==> src/rtl/hot_swap_pkg.sv <==
`default_nettype none
package hot_swap_pkg;

  // Register indices taken from the low nibble of the command byte
  localparam logic [3:0] REG_LIVE_STATUS = 4'h0;
  localparam logic [3:0] REG_FAULT_LOG = 4'h1;
  localparam logic [3:0] REG_ALERT_ENABLE = 4'h2;
  localparam logic [3:0] REG_SWITCH_CONTROL = 4'h3;
  localparam logic [3:0] REG_CURRENT_HIGH = 4'h4;
  localparam logic [3:0] REG_CURRENT_LOW = 4'h5;
  localparam logic [3:0] REG_AUX_TWO_HIGH = 4'h6;
  localparam logic [3:0] REG_AUX_TWO_LOW = 4'h7;
  localparam logic [3:0] REG_AUX_ONE_HIGH = 4'h8;
  localparam logic [3:0] REG_AUX_ONE_LOW = 4'h9;
  localparam logic [3:0] REG_LAST = 4'h9;

  // Serial addresses, seven-bit form
  localparam logic [2:0] ADDR_UPPER = 3'h1;
  localparam logic [6:0] MASS_WRITE_ADDR = 7'h1f;
  localparam logic [6:0] ALERT_RESP_ADDR = 7'h0c;

  // Live status bit positions
  localparam int ST_FET_ON = 7;
  localparam int ST_GP_INPUT = 6;
  localparam int ST_FET_SHORT = 5;
  localparam int ST_BOARD_PRESENT = 4;
  localparam int ST_POWER_BAD = 3;
  localparam int ST_OVERCURRENT = 2;
  localparam int ST_UNDERVOLT = 1;
  localparam int ST_OVERVOLT = 0;

  // Control fields
  localparam int CTRL_ADC_UNLOCK = 5;
  localparam int CTRL_SWITCH_ON = 3;
  localparam int CTRL_CFG_HI = 7;
  localparam int CTRL_CFG_LO = 6;
  localparam logic [1:0] CFG_GP_INPUT = 2'h3;

  // ADC result layout
  localparam int ADC_BITS = 10;
  localparam int ADC_LOW_POS = 0;
  localparam logic [1:0] ADC_CH_CURRENT = 2'h0;
  localparam logic [1:0] ADC_CH_AUX_TWO = 2'h1;
  localparam logic [1:0] ADC_CH_AUX_ONE = 2'h2;

  // Values after reset and idle answers
  localparam logic [7:0] FAULT_LOG_RST = 8'h00;
  localparam logic [7:0] ALERT_ENABLE_RST = 8'h00;
  localparam logic [7:0] SWITCH_CONTROL_RST = 8'h00;
  localparam logic [7:0] ADC_RST = 8'h00;
  localparam logic [3:0] PTR_RST = 4'h0;
  localparam logic [7:0] RDATA_IDLE = 8'hff;
  localparam logic [7:0] UNMAPPED_READ = 8'h00;

  typedef enum logic [1:0] {
    STRAP_LOW = 2'b00,
    STRAP_HIGH = 2'b01,
    STRAP_OPEN = 2'b10
  } strap_t;

  typedef enum logic [2:0] {
    TXN_IDLE = 3'b000,
    TXN_CMD = 3'b001,
    TXN_DATA = 3'b010,
    TXN_IGNORE = 3'b011,
    TXN_READ = 3'b100,
    TXN_ALERT = 3'b101
  } txn_t;

endpackage : hot_swap_pkg
`default_nettype wire

==> src/rtl/addr_decode_if.sv <==
`default_nettype none
interface addr_decode_if;
  import hot_swap_pkg::*;
  logic [1:0] strap_lo;
  logic [1:0] strap_hi;
  logic [6:0] addr;
  logic alert_active;
  logic [6:0] own_addr;
  logic broadcast;
  logic hit_own;
  logic hit_mass;
  logic hit_alert;
  modport decoder (input strap_lo, strap_hi, addr, alert_active,
                   output own_addr, broadcast, hit_own, hit_mass, hit_alert);
  modport user (output strap_lo, strap_hi, addr, alert_active,
                input own_addr, broadcast, hit_own, hit_mass, hit_alert);
endinterface : addr_decode_if
`default_nettype wire

==> src/rtl/hot_swap_regmap.sv <==
`default_nettype none
// Summary of operation
// - Slave address is 001 plus strap-selected index, eight choices from 20h to 2Eh.
// - Writes to mass-write address are accepted for every strap setting except broadcast.
// - Alert response read acknowledged only while alert is active; returns own address.
// - High-order strap high and low-order strap low selects broadcast, disabling serial.
// - Only the command byte low nibble becomes the register pointer.
// - Register pointer survives transaction end; receive-byte reads repeat it.
// - ADC result registers accept bus writes only while the unlock control bit is set.
// - Live status sits at 00h and ignores bus writes.
// - Status bit 7 follows the pass switch drive state.
// - Status bit 6 shows multipurpose pin level when configured as general input.
// - Status bit 5 set while sense exceeds 2mV with switch commanded off.
// - Status bit 4 shows the board-present pin level.
// - Status bit 3 set when power-good input still low at check timer expiry.
// - Status bit 2 set while overcurrent is present.
// - Status bit 1 set only while both undervoltage inputs are low.
// - Status bit 0 follows the overvoltage input.
// - Fault log is read/write and holds latched faults and multipurpose events.
// - Alert enable register is read/write and gates which faults raise alert.
// - Control register is read/write; selects retry and commanded switch state.
// - Current result: eight MSBs in one register, two LSBs in the next.
// - Second auxiliary result split into eight-bit high and two-bit low registers.
// - First auxiliary result split into eight-bit high and two-bit low registers.
module hot_swap_regmap (
  input wire logic i_core_clk,
  input wire logic i_sys_rst,
  input wire logic i_clk_en,
  input wire logic [1:0] i_strap_pin_low_order,
  input wire logic [1:0] i_strap_pin_high_order,
  input wire logic i_multipurpose_good_pin,
  input wire logic i_board_present_n,
  input wire logic i_undervolt_high_input,
  input wire logic i_undervolt_low_input,
  input wire logic i_overvolt_input,
  input wire logic i_fet_on,
  input wire logic i_sense_above_2mv,
  input wire logic i_power_bad,
  input wire logic i_overcurrent,
  input wire logic i_alert_active,
  input wire logic [7:0] i_fault_set,
  input wire logic i_adc_load,
  input wire logic [1:0] i_adc_chan,
  input wire logic [9:0] i_adc_value,
  input wire logic i_addr_valid,
  input wire logic [6:0] i_addr,
  input wire logic i_addr_rw,
  input wire logic i_cmd_valid,
  input wire logic [7:0] i_cmd_byte,
  input wire logic i_wdata_valid,
  input wire logic [7:0] i_wdata,
  input wire logic i_rdata_req,
  input wire logic i_stop,
  output logic o_addr_ack_valid,
  output logic o_addr_ack,
  output logic o_rdata_valid,
  output logic [7:0] o_rdata,
  output logic o_two_wire_enable,
  output logic [6:0] o_own_addr,
  output logic [7:0] o_fault_log,
  output logic [7:0] o_alert_enable,
  output logic [7:0] o_switch_control
);
  import hot_swap_pkg::*;

  ////////////////////////////////////////////////////////////////////////////
  // Pin synchronisers
  logic [8:0] sync1_reg;
  logic [8:0] sync2_reg;
  wire [8:0] pins_raw = {i_strap_pin_high_order, i_strap_pin_low_order, i_multipurpose_good_pin,
                         i_board_present_n, i_undervolt_high_input, i_undervolt_low_input, i_overvolt_input};

  always_ff @(posedge i_core_clk or posedge i_sys_rst) begin
    if (i_sys_rst) begin
      sync1_reg <= 9'h000;
      sync2_reg <= 9'h000;
    end else if (i_clk_en) begin
      sync1_reg <= pins_raw;
      sync2_reg <= sync1_reg;
    end
  end

  wire [1:0] strap_hi_s = sync2_reg[8:7];
  wire [1:0] strap_lo_s = sync2_reg[6:5];
  wire mpg_s = sync2_reg[4];
  wire bp_s = sync2_reg[3];
  wire uvh_s = sync2_reg[2];
  wire uvl_s = sync2_reg[1];
  wire ov_s = sync2_reg[0];

  ////////////////////////////////////////////////////////////////////////////
  // Address decode
  addr_decode_if dif ();
  assign dif.strap_lo = strap_lo_s;
  assign dif.strap_hi = strap_hi_s;
  assign dif.addr = i_addr;
  assign dif.alert_active = i_alert_active;

  slave_addr_decode u_decode (
    .dec(dif.decoder)
  );

  ////////////////////////////////////////////////////////////////////////////
  // Registers
  logic [7:0] fault_log_reg;
  logic [7:0] alert_enable_reg;
  logic [7:0] switch_control_reg;
  logic [7:0] adc_reg [0:5];
  logic [3:0] ptr_reg;
  txn_t txn_reg;
  txn_t txn_next;

  wire gp_input_cfg = switch_control_reg[CTRL_CFG_HI:CTRL_CFG_LO] == CFG_GP_INPUT;
  wire adc_unlock = switch_control_reg[CTRL_ADC_UNLOCK];

  wire [7:0] live_status = {i_fet_on,
                            gp_input_cfg & mpg_s,
                            i_sense_above_2mv & ~switch_control_reg[CTRL_SWITCH_ON],
                            bp_s,
                            i_power_bad,
                            i_overcurrent,
                            ~uvh_s & ~uvl_s,
                            ov_s};

  // Transaction events
  wire addr_take = i_addr_valid && !dif.broadcast;
  wire addr_write_hit = !i_addr_rw && (dif.hit_own || dif.hit_mass);
  wire addr_read_hit = i_addr_rw && dif.hit_own;
  wire addr_alert_hit = i_addr_rw && dif.hit_alert;
  wire addr_acked = addr_take && (addr_write_hit || addr_read_hit || addr_alert_hit);
  wire cmd_take = i_cmd_valid && txn_reg == TXN_CMD;
  wire wr_take = i_wdata_valid && txn_reg == TXN_DATA;
  wire adc_target = ptr_reg >= REG_CURRENT_HIGH && ptr_reg <= REG_LAST;
  wire [2:0] adc_wr_idx = 3'(ptr_reg - REG_CURRENT_HIGH);
  wire adc_bus_wr = wr_take && adc_target && adc_unlock;
  wire rd_take = i_rdata_req && (txn_reg == TXN_READ || txn_reg == TXN_ALERT);

  // Register read selection; unmapped reads return zero
  function automatic logic [7:0] reg_read(input logic [3:0] p, input logic [7:0] st,
                                          input logic [7:0] fl, input logic [7:0] ae,
                                          input logic [7:0] sc, input logic [7:0] ar [0:5]);
    logic [7:0] v;
    v = UNMAPPED_READ;
    if (p == REG_LIVE_STATUS) begin
      v = st;
    end else if (p == REG_FAULT_LOG) begin
      v = fl;
    end else if (p == REG_ALERT_ENABLE) begin
      v = ae;
    end else if (p == REG_SWITCH_CONTROL) begin
      v = sc;
    end else if (p <= REG_LAST) begin
      v = ar[3'(p - REG_CURRENT_HIGH)];
    end
    return v;
  endfunction : reg_read

  wire [7:0] rd_value = (txn_reg == TXN_ALERT) ? {dif.own_addr, 1'b0} :
                        reg_read(ptr_reg, live_status, fault_log_reg, alert_enable_reg,
                                 switch_control_reg, adc_reg);

  ////////////////////////////////////////////////////////////////////////////
  // Transaction sequencer
  always_comb begin
    txn_next = txn_reg;
    if (i_stop) begin
      txn_next = TXN_IDLE;
    end else if (i_addr_valid) begin
      if (!addr_acked) begin
        txn_next = TXN_IDLE;
      end else if (addr_write_hit) begin
        txn_next = TXN_CMD;
      end else if (addr_read_hit) begin
        txn_next = TXN_READ;
      end else begin
        txn_next = TXN_ALERT;
      end
    end else if (cmd_take) begin
      txn_next = TXN_DATA;
    end else if (wr_take) begin
      txn_next = TXN_IGNORE;
    end
  end

  always_ff @(posedge i_core_clk or posedge i_sys_rst) begin
    if (i_sys_rst) begin
      txn_reg <= TXN_IDLE;
      ptr_reg <= PTR_RST;
    end else if (i_clk_en) begin
      txn_reg <= txn_next;
      if (cmd_take) begin
        ptr_reg <= i_cmd_byte[3:0];
      end
    end
  end

  ////////////////////////////////////////////////////////////////////////////
  // Writable registers
  always_ff @(posedge i_core_clk or posedge i_sys_rst) begin
    if (i_sys_rst) begin
      fault_log_reg <= FAULT_LOG_RST;
      alert_enable_reg <= ALERT_ENABLE_RST;
      switch_control_reg <= SWITCH_CONTROL_RST;
    end else if (i_clk_en) begin
      fault_log_reg <= ((wr_take && ptr_reg == REG_FAULT_LOG) ? i_wdata : fault_log_reg) | i_fault_set;
      if (wr_take && ptr_reg == REG_ALERT_ENABLE) begin
        alert_enable_reg <= i_wdata;
      end
      if (wr_take && ptr_reg == REG_SWITCH_CONTROL) begin
        switch_control_reg <= i_wdata;
      end
    end
  end

  // Conversion results; a conversion wins over a same-cycle bus write to that channel
  always_ff @(posedge i_core_clk or posedge i_sys_rst) begin
    if (i_sys_rst) begin
      for (int k = 0; k < 6; k++) begin
        adc_reg[k] <= ADC_RST;
      end
    end else if (i_clk_en) begin
      if (adc_bus_wr) begin
        adc_reg[adc_wr_idx] <= i_wdata;
      end
      if (i_adc_load) begin
        adc_reg[{i_adc_chan, 1'b0}] <= i_adc_value[ADC_BITS-1 -: 8];
        adc_reg[{i_adc_chan, 1'b1}] <= 8'(i_adc_value[1:0]) << ADC_LOW_POS;
      end
    end
  end

  ////////////////////////////////////////////////////////////////////////////
  // Outputs
  always_ff @(posedge i_core_clk or posedge i_sys_rst) begin
    if (i_sys_rst) begin
      o_addr_ack_valid <= 1'b0;
      o_addr_ack <= 1'b0;
      o_rdata_valid <= 1'b0;
      o_rdata <= RDATA_IDLE;
      o_two_wire_enable <= 1'b0;
      o_own_addr <= 7'h00;
      o_fault_log <= FAULT_LOG_RST;
      o_alert_enable <= ALERT_ENABLE_RST;
      o_switch_control <= SWITCH_CONTROL_RST;
    end else if (i_clk_en) begin
      o_addr_ack_valid <= i_addr_valid;
      o_addr_ack <= i_addr_valid && addr_acked;
      o_rdata_valid <= i_rdata_req;
      o_rdata <= rd_take ? rd_value : RDATA_IDLE;
      o_two_wire_enable <= !dif.broadcast;
      o_own_addr <= dif.own_addr;
      o_fault_log <= fault_log_reg;
      o_alert_enable <= alert_enable_reg;
      o_switch_control <= switch_control_reg;
    end
  end

  ////////////////////////////////////////////////////////////////////////////
  // Checks
  wire status_rd = i_clk_en && rd_take && txn_reg == TXN_READ && ptr_reg == REG_LIVE_STATUS;
  broadcast_nack_a: assert property (@(posedge i_core_clk) disable iff (i_sys_rst)
    i_clk_en && i_addr_valid && dif.broadcast |=> !o_addr_ack)
    else $error("address acknowledged in broadcast mode");

  own_addr_range_a: assert property (@(posedge i_core_clk) disable iff (i_sys_rst)
    !dif.broadcast |-> dif.own_addr[6:4] == ADDR_UPPER && dif.own_addr[3] == 1'b0)
    else $error("own address out of range");

  mass_write_a: assert property (@(posedge i_core_clk) disable iff (i_sys_rst)
    i_clk_en && i_addr_valid && !i_addr_rw && i_addr == MASS_WRITE_ADDR && !dif.broadcast
    |=> o_addr_ack && txn_reg == TXN_CMD)
    else $error("mass write not accepted");

  alert_gate_a: assert property (@(posedge i_core_clk) disable iff (i_sys_rst)
    i_clk_en && i_addr_valid && i_addr_rw && i_addr == ALERT_RESP_ADDR && !i_alert_active
    && dif.own_addr != ALERT_RESP_ADDR |=> !o_addr_ack)
    else $error("alert response acknowledged while alert released");

  ptr_nibble_a: assert property (@(posedge i_core_clk) disable iff (i_sys_rst)
    i_clk_en && cmd_take |=> ptr_reg == $past(i_cmd_byte[3:0]))
    else $error("pointer not loaded from command nibble");

  ptr_keep_a: assert property (@(posedge i_core_clk) disable iff (i_sys_rst)
    i_clk_en && i_stop && !cmd_take |=> $stable(ptr_reg))
    else $error("pointer lost at transaction end");

  adc_lock_a: assert property (@(posedge i_core_clk) disable iff (i_sys_rst)
    i_clk_en && wr_take && adc_target && !adc_unlock && !i_adc_load
    |=> adc_reg[$past(adc_wr_idx)] == $past(adc_reg[adc_wr_idx]))
    else $error("locked result register changed by bus write");

  status_read_a: assert property (@(posedge i_core_clk) disable iff (i_sys_rst)
    i_clk_en && rd_take && txn_reg == TXN_READ && ptr_reg == REG_LIVE_STATUS |=> o_rdata == $past(live_status))
    else $error("status read mismatch");

  undervolt_a: assert property (@(posedge i_core_clk) disable iff (i_sys_rst)
    live_status[ST_UNDERVOLT] == (!uvh_s && !uvl_s))
    else $error("undervoltage status wrong");

  fault_set_wins_a: assert property (@(posedge i_core_clk) disable iff (i_sys_rst)
    i_clk_en && i_fault_set != 8'h00 |=> (fault_log_reg & $past(i_fault_set)) == $past(i_fault_set))
    else $error("fault event lost");

  unmapped_a: assert property (@(posedge i_core_clk) disable iff (i_sys_rst)
    i_clk_en && rd_take && txn_reg == TXN_READ && ptr_reg > REG_LAST |=> o_rdata == UNMAPPED_READ)
    else $error("unmapped register read not zero");

  own_ack_a: assert property (@(posedge i_core_clk) disable iff (i_sys_rst)
    i_clk_en && i_addr_valid && !dif.broadcast && i_addr == dif.own_addr |=> o_addr_ack_valid && o_addr_ack)
    else $error("own address not acknowledged");

  fet_status_a: assert property (@(posedge i_core_clk) disable iff (i_sys_rst)
    status_rd |=> o_rdata[ST_FET_ON] == $past(i_fet_on))
    else $error("switch state bit wrong");

  gp_status_a: assert property (@(posedge i_core_clk) disable iff (i_sys_rst)
    status_rd && gp_input_cfg |=> o_rdata[ST_GP_INPUT] == $past(mpg_s))
    else $error("general input bit wrong");

  short_status_a: assert property (@(posedge i_core_clk) disable iff (i_sys_rst)
    status_rd |=> o_rdata[ST_FET_SHORT] == $past(i_sense_above_2mv && !switch_control_reg[CTRL_SWITCH_ON]))
    else $error("switch short bit wrong");

  present_status_a: assert property (@(posedge i_core_clk) disable iff (i_sys_rst)
    status_rd |=> o_rdata[ST_BOARD_PRESENT] == $past(bp_s))
    else $error("board present bit wrong");

  power_bad_a: assert property (@(posedge i_core_clk) disable iff (i_sys_rst)
    status_rd |=> o_rdata[ST_POWER_BAD] == $past(i_power_bad))
    else $error("power bad bit wrong");

  overcurrent_status_a: assert property (@(posedge i_core_clk) disable iff (i_sys_rst)
    status_rd |=> o_rdata[ST_OVERCURRENT] == $past(i_overcurrent))
    else $error("overcurrent bit wrong");

  overvolt_status_a: assert property (@(posedge i_core_clk) disable iff (i_sys_rst)
    status_rd |=> o_rdata[ST_OVERVOLT] == $past(ov_s))
    else $error("overvoltage bit wrong");

  alert_write_a: assert property (@(posedge i_core_clk) disable iff (i_sys_rst)
    i_clk_en && wr_take && ptr_reg == REG_ALERT_ENABLE |=> alert_enable_reg == $past(i_wdata))
    else $error("alert enable write lost");

  ctrl_write_a: assert property (@(posedge i_core_clk) disable iff (i_sys_rst)
    i_clk_en && wr_take && ptr_reg == REG_SWITCH_CONTROL |=> switch_control_reg == $past(i_wdata))
    else $error("control write lost");

  current_split_a: assert property (@(posedge i_core_clk) disable iff (i_sys_rst)
    i_clk_en && i_adc_load && i_adc_chan == ADC_CH_CURRENT |=> adc_reg[0] == $past(i_adc_value[9:2])
    && adc_reg[1] == {6'h00, $past(i_adc_value[1:0])})
    else $error("current result split wrong");

  aux_two_split_a: assert property (@(posedge i_core_clk) disable iff (i_sys_rst)
    i_clk_en && i_adc_load && i_adc_chan == ADC_CH_AUX_TWO |=> adc_reg[2] == $past(i_adc_value[9:2])
    && adc_reg[3] == {6'h00, $past(i_adc_value[1:0])})
    else $error("second auxiliary result split wrong");

  aux_one_split_a: assert property (@(posedge i_core_clk) disable iff (i_sys_rst)
    i_clk_en && i_adc_load && i_adc_chan == ADC_CH_AUX_ONE |=> adc_reg[4] == $past(i_adc_value[9:2])
    && adc_reg[5] == {6'h00, $past(i_adc_value[1:0])})
    else $error("first auxiliary result split wrong");

endmodule : hot_swap_regmap
`default_nettype wire

==> src/rtl/slave_addr_decode.sv <==
`default_nettype none
module slave_addr_decode (
  addr_decode_if.decoder dec
);
  import hot_swap_pkg::*;

  // Strap pair to address index; bit 3 flags broadcast; an unused code counts as open
  function automatic logic [3:0] strap_index(input logic [1:0] hi, input logic [1:0] lo);
    logic [3:0] idx;
    logic [1:0] h;
    logic [1:0] l;
    idx = 4'h0;
    h = (hi == 2'h3) ? STRAP_OPEN : hi;
    l = (lo == 2'h3) ? STRAP_OPEN : lo;
    unique case ({h, l})
      {STRAP_LOW, STRAP_LOW}: idx = 4'h0;
      {STRAP_LOW, STRAP_OPEN}: idx = 4'h1;
      {STRAP_HIGH, STRAP_OPEN}: idx = 4'h2;
      {STRAP_LOW, STRAP_HIGH}: idx = 4'h3;
      {STRAP_OPEN, STRAP_LOW}: idx = 4'h4;
      {STRAP_OPEN, STRAP_OPEN}: idx = 4'h5;
      {STRAP_HIGH, STRAP_HIGH}: idx = 4'h6;
      {STRAP_OPEN, STRAP_HIGH}: idx = 4'h7;
      {STRAP_HIGH, STRAP_LOW}: idx = 4'h8;
      default: idx = 4'h5;
    endcase
    return idx;
  endfunction : strap_index

  wire [3:0] idx = strap_index(dec.strap_hi, dec.strap_lo);

  assign dec.broadcast = idx[3];
  assign dec.own_addr = {ADDR_UPPER, 1'b0, idx[2:0]};
  assign dec.hit_own = !idx[3] && (dec.addr == dec.own_addr);
  assign dec.hit_mass = !idx[3] && (dec.addr == MASS_WRITE_ADDR);
  assign dec.hit_alert = !idx[3] && dec.alert_active && (dec.addr == ALERT_RESP_ADDR);

endmodule : slave_addr_decode
`default_nettype wire

==> config.mk <==
export PLATFORM = sky130hd
export DESIGN_NAME = hot_swap_regmap
export DESIGN_NICKNAME = d
export VERILOG_FILES = /design/src/rtl/hot_swap_pkg.sv /design/src/rtl/addr_decode_if.sv /design/src/rtl/hot_swap_regmap.sv /design/src/rtl/slave_addr_decode.sv
export SDC_FILE = /design/constraint.sdc
export NUM_CORES = 1
export LEC_CHECK = 0
export BUFFER_PORTS_ARGS = -buffer_cell sky130_fd_sc_hd__buf_2
export CORE_MARGIN = 10
export CORE_UTILIZATION = 61
export DETAILED_ROUTE_END_ITERATION = 8
export PLACE_DENSITY = 0.88
export SLEW_MARGIN = 20
export SYNTH_ARGS = -nofsm -noshare
export SYNTH_HDL_FRONTEND = slang
export SYNTH_HIERARCHICAL = 1
export SYNTH_SLANG_ARGS = --single-unit
export TNS_END_PERCENT = 20
==> constraint.sdc <==
create_clock -name i_core_clk -period 7.64 [get_ports i_core_clk]
set_clock_uncertainty 0.05 [all_clocks]
set_input_delay 1.146 -clock i_core_clk [delete_from_list [all_inputs] [get_ports i_core_clk]]
set_output_delay 1.146 -clock i_core_clk [all_outputs]
set_load 0.005 [all_outputs]
==> impl_metrics.csv <==
group,metric,value,unit
status,status,"complete, no violations",
layout,filler_cell_count,754,
timing,holdWs,0.448,ns
clock_network,clkLatencyLatePin,0.53,ns
synthesis,synth_flop_cell,"dfrtp_1",
route,via_per_inst,6.60,
placement,gp_congestion,0.964,
clock_network,postCtsHoldBufs,0,
floorplan,rows,38,
layout,final_area,7970,µm²
route,wl_per_cell,23.6,µm
clock_network,post_cts_buffers,0,
clock_network,clockBufferDepth,2,
synthesis,yosysWarnings,6,
grt,grt-ovfl-total,0,
setup_path,start_kind,"input port",
layout,layout_common_cells,"132 x dfrtp_1, 104 x buf_2, 75 x mux2_2",
floorplan,start_util,62.6,%
synthesis,synth_edf_count,0,
floorplan,dieArea,15800,µm²
power_and_ir_drop,cellLeakagePower,3.52,nW
setup_path,worstPathMaxFanout,65,
timing,setup_viol,0,
clock_network,clk_pin_slew,0.06,ns
floorplan,fp.dieW,126,µm
grt,grtUsageTotal,25.5,%
setup_path,r2r-start,"ptr_reg[2]",
synthesis,netlist_instances,617,
synthesis,synthDistinctLibCells,66,
setup_path,worstSetupPathType,"input port to register",
route,final_antenna_net_count,0,
synthesis,yosysSeqAreaShare,51.5,%
floorplan,io_pins,110,
setup_path,cpMaxStageDelayCell,"buf_4",
timing,fmax,348,MHz
setup_path,cp.required,8.00,ns
timing,slew_violations,0,
route,drc,0,
timing,rsz0062_at_grt,"false",
clock_network,clock_sinks,140,
route,drt_wl_total,20.3,mm
power_and_ir_drop,pwr-share-clk,38.7,%
floorplan,core,10900,µm²
power_and_ir_drop,seqPwrFrac,40.9,%
placement,dp_hpwl,14.2,mm
setup_path,crit_path_end_kind,"register",
layout,final_common_cell,"dfrtp_1",
timing,relSlewSlack,36.3,%
power_and_ir_drop,powerDensity,276,nW/µm²
power_and_ir_drop,pwr-share-comb,20.4,%
synthesis,synth_seq_cells,140,
route,drt_iter0_markers,791,
power_and_ir_drop,p_switching,0.000644,W
synthesis,syn_area,6820,µm²
clock_network,numCtsBuffers,17,
setup_path,crit_start,"i_clk_en",
synthesis,async_reset_ff_share,100,%
layout,final_layout_size_suffix_gt1_share,33.7,%
timing,fin_tns_setup,0,ns
setup_path,critical_path_arrival,3.23,ns
grt,grt_max_degree,79,
power_and_ir_drop,sw_frac_of_total,29.3,%
timing,finalHoldViolCount,0,
grt,grt_pass1_vias,5845,
worst_hold_path,holdCritPathClass,"register to register",
layout,ff_latch_area,3510,µm²
layout,multi_input_area,3070,µm²
layout,antenna-diode-count,0,
route,vias,5669,
placement,placed_cell_area,7360,µm²
setup_path,slowest_delay,0.68,ns
clock_network,htreeDepth,4,
setup_path,crit_chain,"buf_4 > buf_4 > and3b_1 > nand4_1 > and2_0 > a22o_1",
grt,grt_pass1_wl,32.4,mm
worst_hold_path,hold_start,"o_alert_enable[3]",
timing,fin_crit_sh,37.6,%
clock_network,cts_root_buffer,"clkbuf_8",
floorplan,die_h,126,µm
clock_network,tritoncts,"built",
layout,nets,773,
layout,postLayoutCoreUtil,73.2,%
power_and_ir_drop,power.internal,0.00155,W
layout,syn_to_final_growth,16.9,%
power_and_ir_drop,irDropWorstVdd,198,µV
synthesis,avgSynthCellArea,11.0,µm²
timing,final.min_clock_period,2.87,ns
timing,worst_slew_pin_slew,0.955,ns
route,dr.pass1.iters,6,
layout,largest_register_ffs,48,
flow_run,cap_viol_max_count,0,
setup_path,cp_common_cell,"buf_4",
clock_network,postCtsResizedCells,0,
placement,numPortBuffers,105,
grt,antenna_found_initial,0,
==> per-layer routing <==
| layer | vias to the layer above | share of wire, % | global-route usage, % |
|---|---|---|---|
| li1 | 2462 | - | - |
| met1 | 2824 | 40 | 31.9 |
| met2 | 324 | 48 | 41.0 |
| met3 | 59 | 8.7 | 7.13 |
| met4 | 0 | 3.2 | 10.4 |
| met5 | - | 0 | 0 |
==> worst max-delay path, delay by kind of cell <==
kind / cells / cell delay (ns)
AOI/OAI and AO/OA: 1 / 0.23
and+or+nand+nor: 3 / 0.80
buffers and inverters: 2 / 1.00
==> per-stage QoR <==
stage / setup slack [ns] / total power, W / std cells
finish: 4.77 / 0.00220 / 859
global route: 4.67 / 0.00229 / 859
CTS: 4.85 / 0.00219 / 859
detailed placement: 4.30 / 0.00134 / 827
global placement: 4.32 / 0.00133 / 827
floorplan: 2.70 / 0.00120 / 619
==> synth_stat cells, types with 9 or more instances <==
master	count	area [µm²]
mux2_2	75	845
nor2_1	64	240
nand3_1	9	45.0
nand2b_1	10	62.6
dfrtp_1	132	3300
o21a_1	12	90.1
o22ai_1	33	206
buf_2	16	80.1
o21ai_0	21	105
inv_1	11	41.3
clkbuf_1	11	41.3
nand2_1	29	109
a22o_1	18	158
a21oi_1	30	150
==> kinds of logic after synthesis <==
group                  synth area share, %
flip-flops                            51.5
other                                0.110
AO/OA/AOI/OAI                         17.1
buffers and inverters                 3.60
AND/OR/NAND/NOR                       13.0
multiplexers                          14.6
XOR/XNOR                             0.128
==> final cells by class <==
| cell class | instances | share of cell area (%) |
|---|---|---|
| clock inverters | 6 | 1.32 |
| multi-input cells | 427 | 38.5 |
| well taps | 140 | 2.20 |
| flip-flops and latches | 140 | 44.1 |
| clock buffers | 26 | 6.37 |
| repair buffers | 109 | 7.00 |
| inverters | 11 | 0.581 |
==> path summary, 6_finish.rpt <==
path                                      to  slack, ns  depth (start not counted)
max                              adc_reg[35]       4.77                          6
min                        o_alert_enable[3]       0.45                          1
max reg2reg                 fault_log_reg[1]       4.90                          4
min reg2reg                o_alert_enable[3]       0.45                          1
max in group asynchronous       sync1_reg[0]       5.54                          3
min in group asynchronous        adc_reg[31]       0.64                          2
==> power groups by stage <==
stage	Combinational, W	Clock, W	Sequential [W]
floorplan	0.000332	0	0.000871
global placement	0.000426	0	0.000902
detailed placement	0.000437	0	0.000907
CTS	0.000443	0.000855	0.000896
global route	0.000488	0.000890	0.000908
finish	0.000449	0.000851	0.000899
No activity file was read; power rests on OpenSTA's default activity.
